<file path="config.mk">
export PLATFORM = sky130hd
export DESIGN_NAME = rxlcs_top
export DESIGN_NICKNAME = d
export VERILOG_FILES = /design/src/design/rxlcs_pkg.sv /design/src/design/rxlcs_top.sv /design/src/design/rxlcs_sync.sv /design/src/design/rxlcs_chan.sv
export SDC_FILE = /design/constraint.sdc
export NUM_CORES = 1
export LEC_CHECK = 0
export BUFFER_PORTS_ARGS = -buffer_cell sky130_fd_sc_hd__buf_2
export CORE_UTILIZATION = 63
export DETAILED_ROUTE_END_ITERATION = 16
export GPL_ROUTABILITY_DRIVEN = 0
export PLACE_DENSITY = 0.84
export SETUP_SLACK_MARGIN = 0.5
export SLEW_MARGIN = 20
export SYNTH_ARGS = -nofsm -noshare
export SYNTH_HDL_FRONTEND = slang
export SYNTH_SLANG_ARGS = --single-unit
</file>
<file path="constraint.sdc">
create_clock -name mclk -period 7.4 [get_ports mclk]
set_input_delay 0.37 -clock mclk [delete_from_list [all_inputs] [get_ports mclk]]
set_output_delay 0.37 -clock mclk [all_outputs]
set_load 0.05 [all_outputs]
</file>
<file path="src/design/rxlcs_pkg.sv">
// Package with constants and types for the receive line config and status.
package rxlcs_pkg;

  // ==========================================================
  // Sizes and register map
  localparam int         NCH        = 14;
  localparam logic [7:0] A_GCTRL    = 8'h00;
  localparam logic [7:0] A_GTERM    = 8'h01;
  localparam logic [7:0] A_THR      = 8'h02;
  localparam logic [7:0] A_ISTAT_LO = 8'h03;
  localparam logic [7:0] A_ISTAT_HI = 8'h04;
  localparam logic [7:0] A_CHCFG    = 8'h10;
  localparam logic [7:0] A_CHLOSS   = 8'h20;

  // ==========================================================
  // Field layouts and codes
  typedef struct packed {
    logic       e1_mode;   // Rate used by the clock reference gating.
    logic [1:0] slicer;    // slicer_threshold_select.
    logic       global_interrupt_enable;       // global_interrupt_enable.
    logic       edge_sel;  // rx_clock_edge_select.
    logic       pin_prio;  // rx_termination_pin_priority.
    logic       gate_dis;  // single_rate_clock_gate_disable.
  } rxlcs_gctrl_s;

  typedef struct packed {
    logic [2:0] eq_max;    // Highest equalizer gain step allowed.
    logic       e1;        // Channel runs at the E1 rate.
    logic       flag_en;   // Cable loss flag may raise the interrupt.
    logic [1:0] ext_res;   // external_resistor_select.
    logic       term_en;   // rx_termination_enable.
  } rxlcs_chcfg_s;

  typedef struct packed {
    logic clk;
    logic pos;
    logic neg;
    logic present;
    logic peak_low;
    logic peak_high;
  } rxlcs_link_s;

  typedef struct packed {
    logic clk;
    logic pos;
    logic neg;
  } rxlcs_rxout_s;

  typedef enum logic [1:0] {
    TERM_100 = 2'h0, TERM_110 = 2'h1, TERM_75 = 2'h2, TERM_120 = 2'h3
  } rxlcs_term_e;

  typedef enum logic [1:0] {
    SLICE_50 = 2'h0, SLICE_45 = 2'h1, SLICE_55 = 2'h2, SLICE_68 = 2'h3
  } rxlcs_slice_e;

  // ==========================================================
  // Reset values
  localparam rxlcs_gctrl_s GCTRL_RST = '0;
  localparam rxlcs_chcfg_s CHCFG_RST = '0;
  localparam logic [1:0]   GTERM_RST = 2'h0;
  localparam logic [5:0]   THR_RST   = 6'h3f;

  // ==========================================================
  // Fallback clock timing, half periods in master clock cycles
  localparam longint CLK_HZ  = 100000000;
  localparam longint T1_HZ   = 1544000;
  localparam longint E1_HZ   = 2048000;
  localparam logic [5:0] T1_HALF = 6'(CLK_HZ / (2 * T1_HZ));
  localparam logic [5:0] E1_HALF = 6'(CLK_HZ / (2 * E1_HZ));

endpackage : rxlcs_pkg

</file>
<file path="src/design/rxlcs_top.sv">
// Receive line configuration and status block for fourteen channels.
`timescale 1ns/1ps
// Functional notes
// - Clock reference gating is active after reset; disable bit reads 0.
// - Gating in T1 stops all E1 references and the 8kHz reference.
// - Gating in E1 stops T1 references, 8kHz keeps running.
// - Writing 1 to the disable bit keeps every reference running.
// - Two-bit code picks 100, 110, 75 or 120 ohm termination.
// - Per channel termination enable; resets to 0, input high impedance.
// - Pin priority 1 lets the termination pin drive all channels.
// - Pin priority 0 ignores the pin; channel bits rule.
// - Resistor code resets to none; 240, 210 or 150 ohm otherwise.
// - Equalizer gain rises with peak feedback up to its limit; a lowered limit pulls it down one cycle later.
// - Each channel reports a read-only six-bit loss in 1dB steps.
// - Threshold at or below loss raises interrupt when enabled.
// - Two-bit code picks slicer level 50, 45, 55 or 68 percent.
// - Without line signal the recovered clock runs from the master.
// - Data changes on rising clock edge, or falling when selected.
// - Fourteen independent channels, each with clock and two data outputs.
// - Each channel runs T1 or E1 from its own control bits.
// - No interrupt unless the global enable is high.
// - Reading status clears it; interrupt output then goes inactive.
module rxlcs_top (
  input  wire logic                               mclk,
  input  wire logic                               rstn,
  input  wire logic [7:0]                         addr,
  input  wire logic [7:0]                         wdata,
  input  wire logic                               wr,
  input  wire logic                               rd,
  output logic      [7:0]                         rdata,
  input  wire rxlcs_pkg::rxlcs_link_s [rxlcs_pkg::NCH-1:0] link_in,
  input  wire logic                               term_pin,
  input  wire logic [rxlcs_pkg::NCH-1:0][5:0]     loss_meas,
  output rxlcs_pkg::rxlcs_rxout_s [rxlcs_pkg::NCH-1:0]     rx_out,
  output logic                                    t1_ref_en,
  output logic                                    e1_ref_en,
  output logic                                    ref8k_en,
  output rxlcs_pkg::rxlcs_term_e                  term_imp_sel,
  output rxlcs_pkg::rxlcs_slice_e                 slicer_sel,
  output logic      [rxlcs_pkg::NCH-1:0]          rx_term_on,
  output logic      [rxlcs_pkg::NCH-1:0][1:0]     ext_res_sel,
  output logic      [rxlcs_pkg::NCH-1:0][2:0]     eq_gain,
  output logic                                    int_o,
  output logic                                    int_oe
);
  import rxlcs_pkg::*;

  localparam int SW = $bits(link_in) + 1 + $bits(loss_meas);

  rxlcs_gctrl_s            gctrl;
  logic [1:0]              gterm;
  logic [5:0]              thr;
  rxlcs_chcfg_s [NCH-1:0]  chcfg;
  logic [NCH-1:0]          istat;
  logic [NCH-1:0]          hit;
  logic [NCH-1:0]          hit_q;
  logic [NCH-1:0]          clr;
  rxlcs_link_s [NCH-1:0]   link_s;
  logic                    pin_s;
  logic [NCH-1:0][5:0]     loss_s;

  // ==========================================================
  // Address decode shared by writes and reads of channel tables.
  function automatic logic ch_hit(input logic [7:0] a,
                                  input logic [7:0] base);
    ch_hit = (a >= base) && (a < base + 8'(NCH));
  endfunction : ch_hit

  function automatic logic [3:0] ch_idx(input logic [7:0] a,
                                        input logic [7:0] base);
    logic [7:0] d;
    d      = a - base;
    ch_idx = d[3:0];
  endfunction : ch_idx

  // ==========================================================
  // Every pin level crosses into the master clock domain here.
  // The loss value changes slowly, so a torn sample lasts one cycle.
  rxlcs_sync #(.W(SW)) u_sync (
    .mclk (mclk),
    .rstn (rstn),
    .d    ({link_in, term_pin, loss_meas}),
    .q    ({link_s, pin_s, loss_s})
  );

  // ==========================================================
  // Register writes; reset values leave gating on, termination off.
  always_ff @(posedge mclk or negedge rstn)
  begin
    if (!rstn)
    begin
      gctrl <= GCTRL_RST;
      gterm <= GTERM_RST;
      thr   <= THR_RST;
      chcfg <= {NCH{CHCFG_RST}};
    end
    else if (wr)
    begin
      if (addr == A_GCTRL)
      begin
        gctrl <= rxlcs_gctrl_s'(wdata[6:0]);
      end
      if (addr == A_GTERM)
      begin
        gterm <= wdata[1:0];
      end
      if (addr == A_THR)
      begin
        thr <= wdata[5:0];
      end
      if (ch_hit(addr, A_CHCFG))
      begin
        chcfg[ch_idx(addr, A_CHCFG)] <= rxlcs_chcfg_s'(wdata);
      end
    end
  end

  // ==========================================================
  // Read data one cycle after the strobe; unmapped reads give zero.
  always_ff @(posedge mclk or negedge rstn)
  begin
    if (!rstn)
    begin
      rdata <= 8'h00;
    end
    else if (!rd)
    begin
      rdata <= 8'h00;
    end
    else if (addr == A_GCTRL)
    begin
      rdata <= {1'b0, gctrl};
    end
    else if (addr == A_GTERM)
    begin
      rdata <= {6'h00, gterm};
    end
    else if (addr == A_THR)
    begin
      rdata <= {2'h0, thr};
    end
    else if (addr == A_ISTAT_LO)
    begin
      rdata <= istat[7:0];
    end
    else if (addr == A_ISTAT_HI)
    begin
      rdata <= {2'h0, istat[NCH-1:8]};
    end
    else if (ch_hit(addr, A_CHCFG))
    begin
      rdata <= chcfg[ch_idx(addr, A_CHCFG)];
    end
    else if (ch_hit(addr, A_CHLOSS))
    begin
      rdata <= {2'h0, loss_s[ch_idx(addr, A_CHLOSS)]};
    end
    else
    begin
      rdata <= 8'h00;
    end
  end

  // ==========================================================
  // Fourteen independent channels.
  for (genvar i = 0; i < NCH; i++)
  begin : g_ch
    rxlcs_chan u_chan (
      .mclk     (mclk),
      .rstn     (rstn),
      .lnk      (link_s[i]),
      .edge_sel (gctrl.edge_sel),
      .cfg      (chcfg[i]),
      .thr      (thr),
      .level    (loss_s[i]),
      .rxo      (rx_out[i]),
      .eq_gain  (eq_gain[i]),
      .thr_hit  (hit[i])
    );
  end

  // ==========================================================
  // Sticky loss flags. Only a new crossing sets a flag, otherwise a
  // read could never clear a channel that stays above threshold.
  always_comb
  begin
    clr = '0;
    if (rd && addr == A_ISTAT_LO)
    begin
      clr[7:0] = 8'hff;
    end
    if (rd && addr == A_ISTAT_HI)
    begin
      clr[NCH-1:8] = '1;
    end
  end

  always_ff @(posedge mclk or negedge rstn)
  begin
    if (!rstn)
    begin
      hit_q <= '0;
      istat <= '0;
    end
    else
    begin
      hit_q <= hit;
      for (int i = 0; i < NCH; i++)
      begin
        // A new crossing in the clearing cycle still sets the flag.
        istat[i] <= (hit[i] & ~hit_q[i] & chcfg[i].flag_en)
                    | (istat[i] & ~clr[i]);
      end
    end
  end

  // ==========================================================
  // Open-drain interrupt: pulled low while enabled flags remain.
  always_ff @(posedge mclk or negedge rstn)
  begin
    if (!rstn)
    begin
      int_o  <= 1'b0;
      int_oe <= 1'b0;
    end
    else
    begin
      int_o  <= 1'b0;
      int_oe <= gctrl.global_interrupt_enable & (|istat);
    end
  end

  // ==========================================================
  // Reference gating, removing the unused rate to cut noise.
  always_ff @(posedge mclk or negedge rstn)
  begin
    if (!rstn)
    begin
      t1_ref_en <= 1'b1;
      e1_ref_en <= 1'b0;
      ref8k_en  <= 1'b0;
    end
    else
    begin
      t1_ref_en <= gctrl.gate_dis | ~gctrl.e1_mode;
      e1_ref_en <= gctrl.gate_dis | gctrl.e1_mode;
      ref8k_en  <= gctrl.gate_dis | gctrl.e1_mode;
    end
  end

  // ==========================================================
  // Static analog selections; only writes or the pin move them.
  always_ff @(posedge mclk or negedge rstn)
  begin
    if (!rstn)
    begin
      term_imp_sel <= TERM_100;
      slicer_sel   <= SLICE_50;
      rx_term_on   <= '0;
      ext_res_sel  <= '0;
    end
    else
    begin
      term_imp_sel <= rxlcs_term_e'(gterm);
      slicer_sel   <= rxlcs_slice_e'(gctrl.slicer);
      for (int i = 0; i < NCH; i++)
      begin
        rx_term_on[i]  <= gctrl.pin_prio ? pin_s
                                         : chcfg[i].term_en;
        ext_res_sel[i] <= chcfg[i].ext_res;
      end
    end
  end
endmodule : rxlcs_top

</file>
<file path="src/design/rxlcs_sync.sv">
// Two flip-flop synchroniser for a bundle of asynchronous levels.
`timescale 1ns/1ps
module rxlcs_sync #(
  parameter int W = 1
) (
  input  wire logic         mclk,
  input  wire logic         rstn,
  input  wire logic [W-1:0] d,
  output logic      [W-1:0] q
);

  logic [W-1:0] meta;

  // ==========================================================
  // Only the second stage is visible to the rest of the block.
  always_ff @(posedge mclk or negedge rstn)
  begin
    if (!rstn)
    begin
      meta <= '0;
      q    <= '0;
    end
    else
    begin
      meta <= d;
      q    <= meta;
    end
  end

endmodule : rxlcs_sync

</file>
<file path="src/design/rxlcs_chan.sv">
// One receive channel: clock selection, data edge, gain and loss compare.
`timescale 1ns/1ps
module rxlcs_chan (
  input  wire logic                   mclk,
  input  wire logic                   rstn,
  input  wire rxlcs_pkg::rxlcs_link_s  lnk,
  input  wire logic                   edge_sel,
  input  wire rxlcs_pkg::rxlcs_chcfg_s cfg,
  input  wire logic [5:0]             thr,
  input  wire logic [5:0]             level,
  output rxlcs_pkg::rxlcs_rxout_s      rxo,
  output logic [2:0]                  eq_gain,
  output logic                        thr_hit
);
  import rxlcs_pkg::*;

  logic       lclk_q;
  logic       cap_pos;
  logic       cap_neg;
  logic [5:0] fb_cnt;
  logic       fb_clk;
  logic       src_clk;
  logic       lrise;
  logic       upd;
  logic [5:0] half;

  assign lrise = lnk.clk & ~lclk_q;

  // ==========================================================
  // Capture line data on the recovered clock's rising edge.
  always_ff @(posedge mclk or negedge rstn)
  begin
    if (!rstn)
    begin
      lclk_q  <= 1'b0;
      cap_pos <= 1'b0;
      cap_neg <= 1'b0;
    end
    else
    begin
      lclk_q <= lnk.clk;
      if (lrise)
      begin
        cap_pos <= lnk.pos;
        cap_neg <= lnk.neg;
      end
    end
  end

  // ==========================================================
  // Free running reference at the channel's own rate.
  assign half = cfg.e1 ? E1_HALF : T1_HALF;
  always_ff @(posedge mclk or negedge rstn)
  begin
    if (!rstn)
    begin
      fb_cnt <= 6'h00;
      fb_clk <= 1'b0;
    end
    else if (fb_cnt >= half - 6'h01)
    begin
      fb_cnt <= 6'h00;
      fb_clk <= ~fb_clk;
    end
    else
    begin
      fb_cnt <= fb_cnt + 6'h01;
    end
  end

  // ==========================================================
  // Without a line signal the output clock keeps running locally.
  assign src_clk = lnk.present ? lnk.clk : fb_clk;
  assign upd     = (src_clk != rxo.clk) && (src_clk == ~edge_sel);
  always_ff @(posedge mclk or negedge rstn)
  begin
    if (!rstn)
    begin
      rxo <= '0;
    end
    else
    begin
      rxo.clk <= src_clk;
      if (upd)
      begin
        rxo.pos <= lnk.present & cap_pos;
        rxo.neg <= lnk.present & cap_neg;
      end
    end
  end

  // ==========================================================
  // Gain follows the peak detector, one step per line bit, capped.
  always_ff @(posedge mclk or negedge rstn)
  begin
    if (!rstn)
    begin
      eq_gain <= 3'h0;
    end
    else if (eq_gain > cfg.eq_max)
    begin
      eq_gain <= cfg.eq_max;
    end
    else if (lrise && lnk.peak_low && eq_gain < cfg.eq_max)
    begin
      eq_gain <= eq_gain + 3'h1;
    end
    else if (lrise && lnk.peak_high && eq_gain != 3'h0)
    begin
      eq_gain <= eq_gain - 3'h1;
    end
  end

  // ==========================================================
  // Threshold compare; the top turns its rise into a flag.
  always_ff @(posedge mclk or negedge rstn)
  begin
    if (!rstn)
    begin
      thr_hit <= 1'b0;
    end
    else
    begin
      thr_hit <= (thr <= level);
    end
  end
endmodule : rxlcs_chan

</file>
=== Yosys cells after proc, flatten, opt, wreduce, memory -nomap -nowiden ===
Index checks and enable logic that the tools add are counted.

* Logic and storage cells: 779
* Flip-flop bits (word level): 788

* $lt $le $gt $ge: 63
* Bitwise operators: 159
* Equal/unequal tests: 32
* Add/subtract/negate cells: 58
* Reduce and logical (&&, ||, !) cells: 109
* Mux-type cells: 115

{| class="wikitable"
|+ Operators with widths
! cell !! count
|-
| 2-to-1 mux 6 bit || 31
|-
| 2-to-1 mux 3 bit || 42
|-
| bitwise mux 112 bit || 1
|-
| bitwise AND 1 bit || 85
|-
| adder 6 x 1 -> 6 bit, second input constant || 14
|-
| >= comparator 6 bit || 14
|-
| <= comparator 6 bit || 14
|-
| nonzero test 3 bit || 28
|-
| subtractor 6 x 1 -> 6 bit, second input constant || 14
|-
| 2-to-1 mux 8 bit || 10
|-
| logical AND 1 bit || 75
|-
| inverter 1 bit || 58
|-
| adder 3 x 1 -> 3 bit, second input constant || 14
|-
| > comparator 3 bit || 14
|-
| less-than comparator 3 bit || 14
|-
| subtractor 3 x 1 -> 3 bit, second input constant || 14
|-
| binary-select mux 8 bit (select 4 bit) || 1
|-
| demux 8 bit (select 4 bit) || 1
|-
| 2-to-1 mux 1 bit || 28
|-
| binary-select mux 6 bit (select 4 bit) || 1
|-
| == test 8 x 2 -> 1 bit, second input constant || 2
|-
| OR 1 bit || 16
|-
| == test 1 bit || 14
|-
| != test 1 bit || 14
|-
| other kinds (12) || 17
|}

=== Logic depth before layout (Yosys ltp) ===
Gate-level depths: netlist (run 1).

* Word-level depth: 11
* Depth in mapped cells: 11
* Mapped depth without buffers: 11

=== Modules after synthesis ===
Synthesis (run 1) repeated with hierarchy kept, for this count alone.

* Cells, all modules: 2500
* Area, all modules: 32439.9 um2

{| class="wikitable"
|+ By module, submodules not included
! module !! cells each !! sequential area each (um2) !! area each (um2) !! times used
|-
| rxlcs_chan || 104 || 425.4 || 1028.5 || 14
|-
| rxlcs_top || 706 || 5313.8 || 9582.9 || 1
|-
| rxlcs_sync || 338 || 8458.1 || 8458.1 || 1
|}

=== Worst setup path after synthesis (run 1) ===
OpenSTA, ideal clock, no wires.

* Path kind: reg2reg
* Start point: register g_ch[0].u_chan.eq_gain[1]
* End point: register g_ch[0].u_chan.eq_gain[2]
* Setup time: 88 ps
* Required time: 7312 ps
* Arrival: 2723 ps
* Cell stages (with the launch flop): 10
* Buffers on the path: 0
* Path slack: 4589 ps
* Cell sequence: dfrtp_1 ha_1 nor2b_1 o21ai_1 nand3b_1 or2_2 fa_1 nor4_1 a31oi_1 a41oi_1

* Word-level cells in the longest chain between the ends: 4

{| class="wikitable"
|+ RTL lines
! what !! line !! RTL
|-
| start: declaration || rxlcs_chan.sv:12 || <nowiki>output logic [2:0] eq_gain,</nowiki>
|-
| start signal: assignment || rxlcs_chan.sv:102 || <nowiki>eq_gain <= cfg.eq_max;</nowiki>
|-
| start signal: assignment || rxlcs_chan.sv:106 || <nowiki>eq_gain <= eq_gain + 3'h1;</nowiki>
|-
| start signal: assignment || rxlcs_chan.sv:110 || <nowiki>eq_gain <= eq_gain - 3'h1;</nowiki>
|-
| subtractor 3 x 1 -> 3 bit or less-than comparator 3 bit (tied branches) || rxlcs_chan.sv:110, rxlcs_chan.sv:104 ||
|-
| 2-to-1 mux 3 bit or logical AND 1 bit (tied branches) || rxlcs_chan.sv:108, rxlcs_chan.sv:104 ||
|-
| 2-to-1 mux 3 bit || rxlcs_chan.sv:104 || <nowiki>else if (lrise && lnk.peak_low && eq_gain < cfg.eq_max)</nowiki>
|-
| 2-to-1 mux 3 bit || rxlcs_chan.sv:100 || <nowiki>else if (eq_gain > cfg.eq_max)</nowiki>
|}

Several ways; a longest one is shown, not always the timed one. The select of a mux whose other input is x is not followed.
A chain may end at the register's enable or synchronous reset.

=== Worst setup path in the final report (run 1) ===
* Start point: input addr[0]
* End point: register rdata[1]

* Word-level cells in the longest chain between the ends: 11

{| class="wikitable"
|+ RTL lines
! what !! line !! RTL
|-
| start: declaration || rxlcs_top.sv:26 || <nowiki>input wire logic [7:0] addr,</nowiki>
|-
| subtractor 4 x 1 -> 4 bit || rxlcs_top.sv:72 || <nowiki>d = a - base;</nowiki>
|-
| binary-select mux 6 bit (select 4 bit) || rxlcs_top.sv:156 || <nowiki>rdata <= {2'h0, loss_s[ch_idx(addr, A_CHLOSS)]};</nowiki>
|-
| 2-to-1 mux 6 bit (not written as such) || rxlcs_top.sv:156 ||
|-
| 2-to-1 mux 6 bit || rxlcs_top.sv:154 || <nowiki>else if (ch_hit(addr, A_CHLOSS))</nowiki>
|-
| 2-to-1 mux 8 bit || rxlcs_top.sv:150 || <nowiki>else if (ch_hit(addr, A_CHCFG))</nowiki>
|-
| 2-to-1 mux 8 bit || rxlcs_top.sv:146 || <nowiki>else if (addr == A_ISTAT_HI)</nowiki>
|-
| 2-to-1 mux 8 bit || rxlcs_top.sv:142 || <nowiki>else if (addr == A_ISTAT_LO)</nowiki>
|-
| 2-to-1 mux 8 bit || rxlcs_top.sv:138 || <nowiki>else if (addr == A_THR)</nowiki>
|-
| 2-to-1 mux 8 bit || rxlcs_top.sv:134 || <nowiki>else if (addr == A_GTERM)</nowiki>
|-
| 2-to-1 mux 8 bit * || rxlcs_top.sv:130 || <nowiki>else if (addr == A_GCTRL)</nowiki>
|-
| 2-to-1 mux 8 bit * || rxlcs_top.sv:126 || <nowiki>else if (!rd)</nowiki>
|-
| end signal: assignment || rxlcs_top.sv:132 || <nowiki>rdata <= {1'b0, gctrl};</nowiki>
|-
| end signal: assignment || rxlcs_top.sv:136 || <nowiki>rdata <= {6'h00, gterm};</nowiki>
|-
| end signal: assignment || rxlcs_top.sv:140 || <nowiki>rdata <= {2'h0, thr};</nowiki>
|-
| end: declaration || rxlcs_top.sv:30 || <nowiki>output logic [7:0] rdata,</nowiki>
|}

Mark *: on every way between the ends. The rest lies on a longest branch, timed or not. The select of a mux whose other input is x is not followed.

==> results of run 1 <==
how the worst max path moves through the flow:
stage | end | slack [ns]
2_1_floorplan | g_ch[0].u_chan.eq_gain[2] | 4.59
3_3_place_gp | chcfg[76] | 4.45
3_5_place_dp | chcfg[13] | 4.35
4_1_cts | g_ch[11].u_chan.eq_gain[2] | 4.44
5_1_grt | g_ch[8].u_chan.eq_gain[2] | 4.27
6_report | rdata[1] | 4.42
power groups by stage:
stage	logic, mW	registers, mW	clock network [mW]
finish	3.25	5.58	4.05
global route	3.54	5.65	4.27
CTS	3.23	5.56	4.06
floorplan	1.65	6.13	0
global placement	2.91	5.56	0
detailed placement	3.11	5.61	0
repair_timing:
action                                 in CTS  in global routing
endpoints found under the hold margin     273                  0
resized for setup                           0                  0
hold buffers                              170                  0
tightest hold or removal path, stage by stage:
cell	delay (ns)
buf_2	0.19
nand3_1	0.09
o21ai_1	0.06
layer usage:
layer	global-route usage, %	vias up	wire [um]
met1	42.2	11300	31600
met5	0	-	27
li1	-	9712	-
met4	17.8	4	4550
met3	6.14	331	6160
met2	53.6	1103	40700
area by class of cell:
class / instances / area, um2 / area share [%]
well taps: 672 / 841 / 2.18
inverters: 190 / 713 / 1.85
flip-flops and latches: 788 / 19700 / 51.1
clock inverters: 21 / 293 / 0.758
multi-input cells: 1439 / 11300 / 29.2
repair buffers: 509 / 3460 / 8.96
diodes: 6 / 15.0 / 0.0389
clock buffers: 113 / 2300 / 5.95
metrics by stage:
step	setup slack (ns)	hold slack, ns	util, %	instances	instance area [um2]
6_report	4.42	0.138	77.0	3738	38600
5_1_grt	4.27	0.158	77.0	3737	38600
4_1_cts	4.44	0.0993	76.9	3732	38600
3_5_place_dp	4.35	0.335	68.4	3428	34300
3_3_place_gp	4.45	0.331	68.4	3428	34300
2_1_floorplan	4.59	0.0744	-	2483	32100
kinds of logic (layout without fill, tap and decap cells):
group / Yosys count / after routing / synth area share, %
XOR/XNOR: 70 / 70 / 1.91
buffers and inverters: 256 / 833 / 3.49
flip-flops: 788 / 788 / 61.4
AND/OR/NAND/NOR: 541 / 541 / 8.45
other: 1 / 7 / 0.0117
AO/OA/AOI/OAI: 417 / 417 / 8.43
adder cells (fa/ha/maj): 168 / 168 / 6.87
multiplexers: 242 / 242 / 9.41
sequential cells by signal (all words and copies together) (netlist names), 8 cells and up:
signal and cells:
g_ch.u_chan.thr_hit 14, g_ch.u_chan.lclk_q 14, u_sync.q 169, rdata 8, g_ch.u_chan.eq_gain 42, hit_q 14
g_ch.u_chan.rxo 42, rx_term_on 14, istat 14, g_ch.u_chan.fb_clk 14, u_sync.meta 169, ext_res_sel 28
g_ch.u_chan.cap_neg 14, g_ch.u_chan.cap_pos 14, chcfg 112, g_ch.u_chan.fb_cnt 84
cell usage in the layout, fill, tap and decap left out, types with 17 or more instances in the layout:
cell type,netlist,layout
a21o_1,20,20
a21oi_1,48,48
a31o_2,28,28
a31oi_1,44,44
buf_2,8,327
clkbuf_1,33,17
clkbuf_16,0,81
dfrtp_1,781,780
dlygate4sd3_1,0,170
ha_1,154,154
inv_1,190,190
mux2_1,45,45
mux2_2,114,114
mux2i_1,51,51
mux4_2,32,32
nand2_1,128,128
nand2b_1,36,36
nand3_1,77,77
nor2_1,129,129
nor2b_1,47,47
nor3_1,19,19
nor4_1,17,17
o21a_1,45,45
o21ai_0,110,110
o21ai_1,25,25
o22ai_1,26,26
o31ai_1,17,17
xnor2_1,28,28
xor2_1,42,42
==> flow_summary_export.csv, run 1 <==
group,metric,value,unit
outcome,outcome,"finished, final reports clean",
pwr,power_per_cell_area,333,nW/um2
pwr,power,12.9,mW
synth,synth_area_leaders,"dfrtp_1, ha_1, mux2_2",
setup_path,critical_path_depth,7,
synth,ys_ff_latch,788,
setup_path,slowest_stage,"buf_4",
synth,synth_edf_count,0,
setup_path,cp_top_family,"simple AND/OR/NAND/NOR gates",
cts,cts_made_buffers,78,
hold_path,hold_end,"rdata[5]",
synth,syn_area,32100,um2
route,vias,22400,
cells_and_area,drive_gt1_share,21.9,%
global_route,antenna_found_initial,9,
route,dr.pass1.iters,6,
sta,setup-violations-final,0,
floorplan,die_width,228,um
cts,clock_latency,0.61,ns
setup_path,cp_num_buf_inv,2,
cts,htree_levels,3,
sta,slew-limit-headroom,23.3,%
global_route,grt_pass1_vias,23900,
setup_path,start_kind,"primary input",
floorplan,initial_core_util,64.0,%
setup_path,endpoint_kind,"flop",
sta,skew,0.0172,ns
placed_design,dpl.hpwl,52800,um
cts,cts_setup_buffers,0,
sta,fmax,335,MHz
floorplan,coreArea,50200,um2
floorplan,io_pins,332,
cells_and_area,nFillCells,2838,
synth,yosysMostFrequentCell,"dfrtp_1",
pwr,pwr-share-clk,31.4,%
synth,syn_avg_cell_area,12.9,um2
pwr,intPower,8.52,mW
hold_path,holdCritPathClass,"primary input to flop",
global_route,grt_overflow,0,
floorplan,num_rows,82,
cts,cts_tree,"built",
global_route,grt.total_usage,32.9,%
pwr,p_comb_share,25.2,%
cells_and_area,fin_nets,3363,
setup_path,critPathKind,"primary input to flop",
pwr,switchingPower,4.35,mW
floorplan,die_h,228,um
sta,period_needed,2.98,ns
hold_path,hold_path_depth,3,
sta,finalMaxSlewViolations,0,
cts,clock_path_buffers,3,
synth,synth_cells,2483,
setup_path,critPathArrivalTime,3.47,ns
synth,synth_area_leader_cell,"dfrtp_1",
setup_path,crit_start,"addr[0]",
pwr,ir_drop,0.243,mV
setup_path,r2r-start,"g_ch[11].u_chan.eq_gain[1]",
cells_and_area,areaGrowthSynthToFinish,20.2,%
hold_path,worstHoldStart,"rd",
synth,yosys-top-cells-count,"dfrtp_1, inv_1, ha_1",
synth,asyncSetResetFlopFracSynth,100,%
setup_path,cpMostUsedCell,"buf_4",
sta,tns,0,ns
synth,synth_fp_nets,2840,
synth,synth_flop_cell,"dfrtp_1",
setup_path,reg2reg_depth,9,
placed_design,io_buffers,330,
setup_path,rr_endpoint,"g_ch[11].u_chan.eq_gain[2]",
flow_run,cap_violations,0,
synth,yosysWarnings,0,
pwr,p_sw_share,33.8,%
global_route,grt_max_degree,187,
cts,clk_pin_slew,0.06,ns
setup_path,cp.required,7.89,ns
pwr,pwr-share-seq,43.3,%
route,drt_iter0_drc,2125,
synth,synthDistinctLibCells,71,
route,viasPerCell,6.00,
global_route,grt_first_pass_wirelength,132000,um
setup_path,cpPeakStageDelay,0.81,ns
route,detail-route-antenna-nets,0,
synth,yosysTopAreaCellShare,60.9,%
synth,ys_seq_area_share,61.4,%
setup_path,path_cells,"buf_4, buf_4, or2_0, o22ai_1, nor3_1, o221ai_2, a21oi_2",
route,wire_per_inst,22.2,um
cts,cts-root-buf,"clkbuf_16",
pwr,leakagePower,18.5,nW
sta,hold_violations,0,
cts,cts_sinks,788,
setup_path,crit_fanout,61,
sta,post-route-period-util,40.3,%
route,routed_wl,83100,um
setup_path,rrSetupSlack,4.43,ns
sta,tightest_slew,1.15,ns
sta,rsz0062_at_grt,"no",
route,drc_errors,0,
floorplan,die-area,51900,um2
Power figures use the tool's default switching activity.
==> inputs of run 2 (changes only) <==
CORE_UTILIZATION = 59   (was 63)
PLACE_DENSITY = 0.8   (was 0.84)
clock period = 2.9 ns   (was 7.4 ns; I/O delays follow)
==> flow_summary_export.csv, run 2 (synthesis results as in run 1) <==
group,metric,value,unit
outcome,outcome,"finished, final reports clean",
global_route,grt_pass1_vias,23500,
setup_path,crit_fanout,4,
setup_path,slowest_stage,"dfrtp_1",
setup_path,path_cells,"inv_2, ha_4, nor2b_4, o21ai_1, nand3b_1, or2_4, fa_2, nor4b_4, a31oi_1, a41oi_2",
hold_path,hold_path_depth,3,
sta,slew-limit-headroom,35.5,%
cells_and_area,final_common_cell,"dfrtp_1",
sta,rsz0062_at_grt,"yes",
floorplan,coreArea,53800,um2
global_route,antenna_found_initial,5,
setup_path,r2r-start,"chcfg[62]",
pwr,power_per_cell_area,852,nW/um2
hold_path,holdCritPathClass,"primary input to flop",
pwr,leakagePower,19.3,nW
cts,cts_tree,"built",
cts,clock_latency,0.62,ns
cts,clk_pin_slew,0.06,ns
route,drc_errors,0,
cells_and_area,areaGrowthSynthToFinish,25.8,%
sta,hold_slack,0.0293,ns
placed_design,dpl.hpwl,53900,um
setup_path,rr_endpoint,"g_ch[7].u_chan.eq_gain[2]",
cells_and_area,design_area,40400,um2
setup_path,reg2reg_depth,10,
route,vias,22500,
flow_run,cap_violations,0,
sta,hold_violations,0,
setup_path,rrSetupSlack,0.44,ns
global_route,grt_first_pass_wirelength,129000,um
route,detail-route-antenna-nets,0,
cells_and_area,drive_gt1_share,28.8,%
global_route,grt_max_degree,105,
floorplan,die_h,235,um
route,wire_per_inst,21.7,um
cts,htree_levels,3,
cts,cts_sinks,788,
floorplan,initial_core_util,59.7,%
sta,skew,0.0156,ns
floorplan,die-area,55400,um2
floorplan,die_width,235,um
hold_path,hold_end,"thr[5]",
setup_path,endpoint_kind,"flop",
route,dr.pass1.iters,6,
setup_path,start_kind,"flop",
cells_and_area,final_cell_mix,"dfrtp_1, buf_2, inv_1",
placed_design,place_area,34900,um2
cells_and_area,reg_top3,"u_sync.meta x169, u_sync.q x169, chcfg x112",
setup_path,cp.required,3.38,ns
route,routed_wl,83700,um
placed_design,io_buffers,330,
setup_path,cpPeakStageDelay,0.42,ns
pwr,ir_drop,0.729,mV
route,viasPerCell,5.82,
route,drt_iter0_drc,1747,
sta,setup-violations-final,0,
floorplan,num_rows,85,
sta,tightest_slew,0.967,ns
cts,cts_made_buffers,81,
floorplan,io_pins,332,
cts,clock_path_buffers,3,
global_route,grt.total_usage,30.1,%
sta,period_needed,2.46,ns
setup_path,critPathArrivalTime,2.94,ns
hold_path,worstHoldStart,"wr",
global_route,grt_overflow,0,
sta,tns,0,ns
cells_and_area,fin_nets,3453,
sta,post-route-period-util,84.9,%
cts,cts-root-buf,"clkbuf_16",
sta,finalMaxSlewViolations,0,
cells_and_area,nFillCells,3239,
setup_path,critPathKind,"flop to flop",
sta,fmax,406,MHz
## run 2: critical path: cells and delay by family (launching register included)
family | cells | cell delay, ns
buf+inv | 1 | 0.08
simple gates | 4 | 0.70
compound gates | 3 | 0.50
fa+ha+maj | 2 | 0.62
flops | 1 | 0.42
## run 2: what timing repair did
item | in CTS | in global routing
buffers inserted | 17 | 39
pin swaps | 15 | 65
gates resized for setup | 7 | 98
hold endpoints to repair | 251 | 0
setup endpoints to repair | 14 | 18
cloned | 0 | 0
hold buffers | 175 | 0
## run 2: power by group
group / internal [mW] / total [mW] / switching, mW
registers: 12.6 / 14.3 / 1.62
logic: 3.69 / 9.33 / 5.64
clock network: 6.53 / 10.9 / 4.33
## run 2: final cells by class
cell class              count  area (um2)  share of cell area [%]
diodes                      5        12.5                  0.0310
well taps                 696         871                    2.15
repair buffers            596        4250                    10.5
clock buffers             112        2370                    5.86
inverters                 190         713                    1.76
flip-flops and latches    788       19800                    48.9
clock inverters            33         428                    1.06
multi-input cells        1439       12000                    29.7
## run 2: per-stage QoR
step	total power, mW	instances	utilization, %	worst slack [ns]
2_1_floorplan	20.0	2483	-	0.478
3_3_place_gp	21.9	3478	64.9	0.468
3_5_place_dp	22.4	3478	64.9	0.330
4_1_cts	33.7	3815	73.7	0.491
5_1_grt	36.1	3858	75.1	0.292
6_report	34.4	3859	75.1	0.437
## run 2: worst max path at each step
stage / cells after the start / to / from / slack (ns)
6_report: 10 / g_ch[7].u_chan.eq_gain[2] / chcfg[62] / 0.44
4_1_cts: 11 / g_ch[7].u_chan.eq_gain[2] / chcfg[62] / 0.49
3_3_place_gp: 11 / g_ch[4].u_chan.eq_gain[2] / chcfg[38] / 0.47
3_5_place_dp: 10 / g_ch[7].u_chan.eq_gain[2] / chcfg[62] / 0.33
2_1_floorplan: 10 / g_ch[10].u_chan.eq_gain[2] / g_ch[10].u_chan.eq_gain[1] / 0.48
5_1_grt: 10 / g_ch[7].u_chan.eq_gain[2] / chcfg[62] / 0.29
## run 2: routing by layer
layer	vias up	track usage (%)	wire [um]
met5	-	0	13
met4	2	12.5	3410
met3	276	7.00	6450
met2	938	50.0	41500
met1	11300	38.1	32300
li1	9920	-	-
==> inputs of run 3 (changes only) <==
CORE_UTILIZATION = 53   (was 59)
PLACE_DENSITY = 0.76   (was 0.8)
clock period = 2.2 ns   (was 2.9 ns; I/O delays follow)
==> flow_summary_export.csv, run 3 (synthesis results as in run 1) <==
group,metric,value,unit
cells_and_area,final_core_util,71.8,%
sta,rsz0062_at_grt,"yes",
sta,period_needed,2.42,ns
pwr,power,47.5,mW
pwr,power_per_cell_area,1110,nW/um2
global_route,grt_max_degree,129,
floorplan,coreArea,59500,um2
global_route,grt_pass1_vias,24400,
cells_and_area,areaGrowthSynthToFinish,33.0,%
global_route,grt.total_usage,28.7,%
global_route,met2_usage,47.9,%
global_route,grt_overflow,0,
global_route,grt-busiest-layer,"met2",
cts,clock_latency,0.63,ns
hold_path,worstHoldStart,"wdata[2]",
hold_path,holdCritPathClass,"primary input to flop",
cts,cts_made_buffers,80,
placed_design,io_buffers,330,
route,drc_errors,0,
outcome,outcome,"finished with violations",
floorplan,initial_core_util,54.0,%
cells_and_area,drive_gt1_share,34.7,%
route,wire_per_inst,21.9,um
setup_path,rrSetupSlack,-0.22,ns
floorplan,die-area,61600,um2
setup_path,cpPeakStageDelay,0.43,ns
sta,worst_slack,-0.223,ns
route,routed_wl,89500,um
setup_path,cp_num_buf_inv,0,
global_route,use_met1,37.1,%
floorplan,io_pins,332,
cts,cts_sinks,788,
placed_design,place_ws,-0.173,ns
pwr,ir_drop,0.829,mV
route,detail-route-antenna-nets,0,
sta,hold_violations,0,
setup_path,path_cells,"ha_4, nor2b_1, o21ai_1, nand3b_1, or2_4, fa_2, nor4_2, a31oi_1, a41oi_1",
cts,cts_tree,"built",
route,vias,23100,
setup_path,reg2reg_depth,9,
global_route,use_met3,5.73,%
setup_path,slowest_stage,"dfrtp_2",
setup_path,critPathKind,"flop to flop",
setup_path,crit_fanout,4,
cts,clk_pin_slew,0.06,ns
setup_path,critPathArrivalTime,2.94,ns
cts,clock_path_buffers,3,
flow_run,cap_violations,0,
route,dr.pass1.iters,6,
sta,finalMaxSlewViolations,0,
sta,tightest_slew,0.706,ns
setup_path,cp_top_family,"simple AND/OR/NAND/NOR gates",
sta,post-route-period-util,110,%
sta,slew-limit-headroom,52.9,%
cts,htree_levels,3,
setup_path,rr_endpoint,"g_ch[12].u_chan.eq_gain[2]",
global_route,antenna_found_initial,4,
placed_design,dpl.hpwl,57300,um
cts,cts-root-buf,"clkbuf_16",
setup_path,endpoint_kind,"flop",
global_route,grt_first_pass_wirelength,135000,um
sta,setup-violations-final,15,
hold_path,hold_end,"chcfg[106]",
floorplan,die_width,248,um
route,viasPerCell,5.64,
cells_and_area,reg_top3,"u_sync.meta x169, u_sync.q x169, chcfg x112",
floorplan,die_h,248,um
cells_and_area,final_cell_mix,"dfrtp_1, buf_2, buf_4",
pwr,leakagePower,20.2,nW
setup_path,start_kind,"flop",
outcome,failed_checks,"negative setup slack",
setup_path,cp.required,2.72,ns
floorplan,num_rows,89,
sta,skew,0.0211,ns
cells_and_area,final_common_cell,"dfrtp_1",
hold_path,hold_path_depth,2,
cells_and_area,fin_nets,3599,
route,drt_iter0_drc,1907,
sta,fmax,413,MHz
setup_path,r2r-start,"g_ch[12].u_chan.eq_gain[1]",
-- run 3: routing by layer --
layer  routed length [um]  vias to the layer above  share of wire, %
met1                35700                    11700                40
met3                 5820                      261               6.5
met2                44200                      868                49
met5                   17                        -             0.019
met4                 3810                        2               4.3
li1                     -                    10200                 -
-- run 3: how the worst max path moves through the flow --
stage                                            end                  startpoint  depth (start not counted)  slack (ns)
after global placement     g_ch[9].u_chan.eq_gain[2]                   chcfg[78]                         11       -0.03
final                     g_ch[12].u_chan.eq_gain[2]  g_ch[12].u_chan.eq_gain[1]                          9       -0.22
after floorplan           g_ch[10].u_chan.eq_gain[2]  g_ch[10].u_chan.eq_gain[1]                         10       -0.22
after global routing      g_ch[12].u_chan.eq_gain[2]  g_ch[12].u_chan.eq_gain[1]                          9       -0.33
after CTS                  g_ch[1].u_chan.eq_gain[2]                   chcfg[14]                         10       -0.14
after detailed placement  g_ch[13].u_chan.eq_gain[2]                  chcfg[110]                         10       -0.17
-- run 3: what timing repair did --
item | in CTS | in global routing
gates cloned | 1 | 0
endpoints found under the setup margin | 79 | 75
hold buffers | 178 | 0
hold endpoints to repair | 947 | 0
setup buffers | 58 | 23
pin swaps | 74 | 100
gates resized for setup | 160 | 115
-- run 3: stage by stage --
| stage | area (um2) | instances | hold slack, ns | setup TNS [ns] |
|---|---|---|---|---|
| floorplan | 32500 | 2483 | -0.186 | -3.88 |
| CTS | 41900 | 4058 | 0.0206 | -0.931 |
| global route | 42700 | 4083 | 0.0637 | -3.79 |
| global placement | 36100 | 3673 | -0.00578 | -0.0765 |
| detailed placement | 36100 | 3673 | -0.00963 | -1.79 |
| finish | 42700 | 4086 | 0.0412 | -1.93 |
-- run 3: layout make-up --
type / count / area (um2)
Tap cell: 773 / 967
Antenna cell: 5 / 12.5
Fill cell: 3713 / 16800
Sequential cell: 788 / 19800
Clock inverter: 44 / 548
Multi-Input combinational cell: 1439 / 12800
Timing Repair Buffer: 743 / 5600
Inverter: 190 / 713
Clock buffer: 104 / 2310
-- run 3: where the power goes --
part	internal (mW)	switching, mW	leakage (nW)
registers	16.6	1.74	9.54
logic	6.00	8.58	9.31
clock network	8.75	5.81	1.39
-- run 3: worst reg2reg max path, cell delays in order (launching register included) --
cell	delay, ns
dfrtp_2	0.43
ha_4	0.25
nor2b_1	0.12
o21ai_1	0.15
nand3b_1	0.13
or2_4	0.28
fa_2	0.40
nor4_2	0.21
a31oi_1	0.16
a41oi_1	0.20
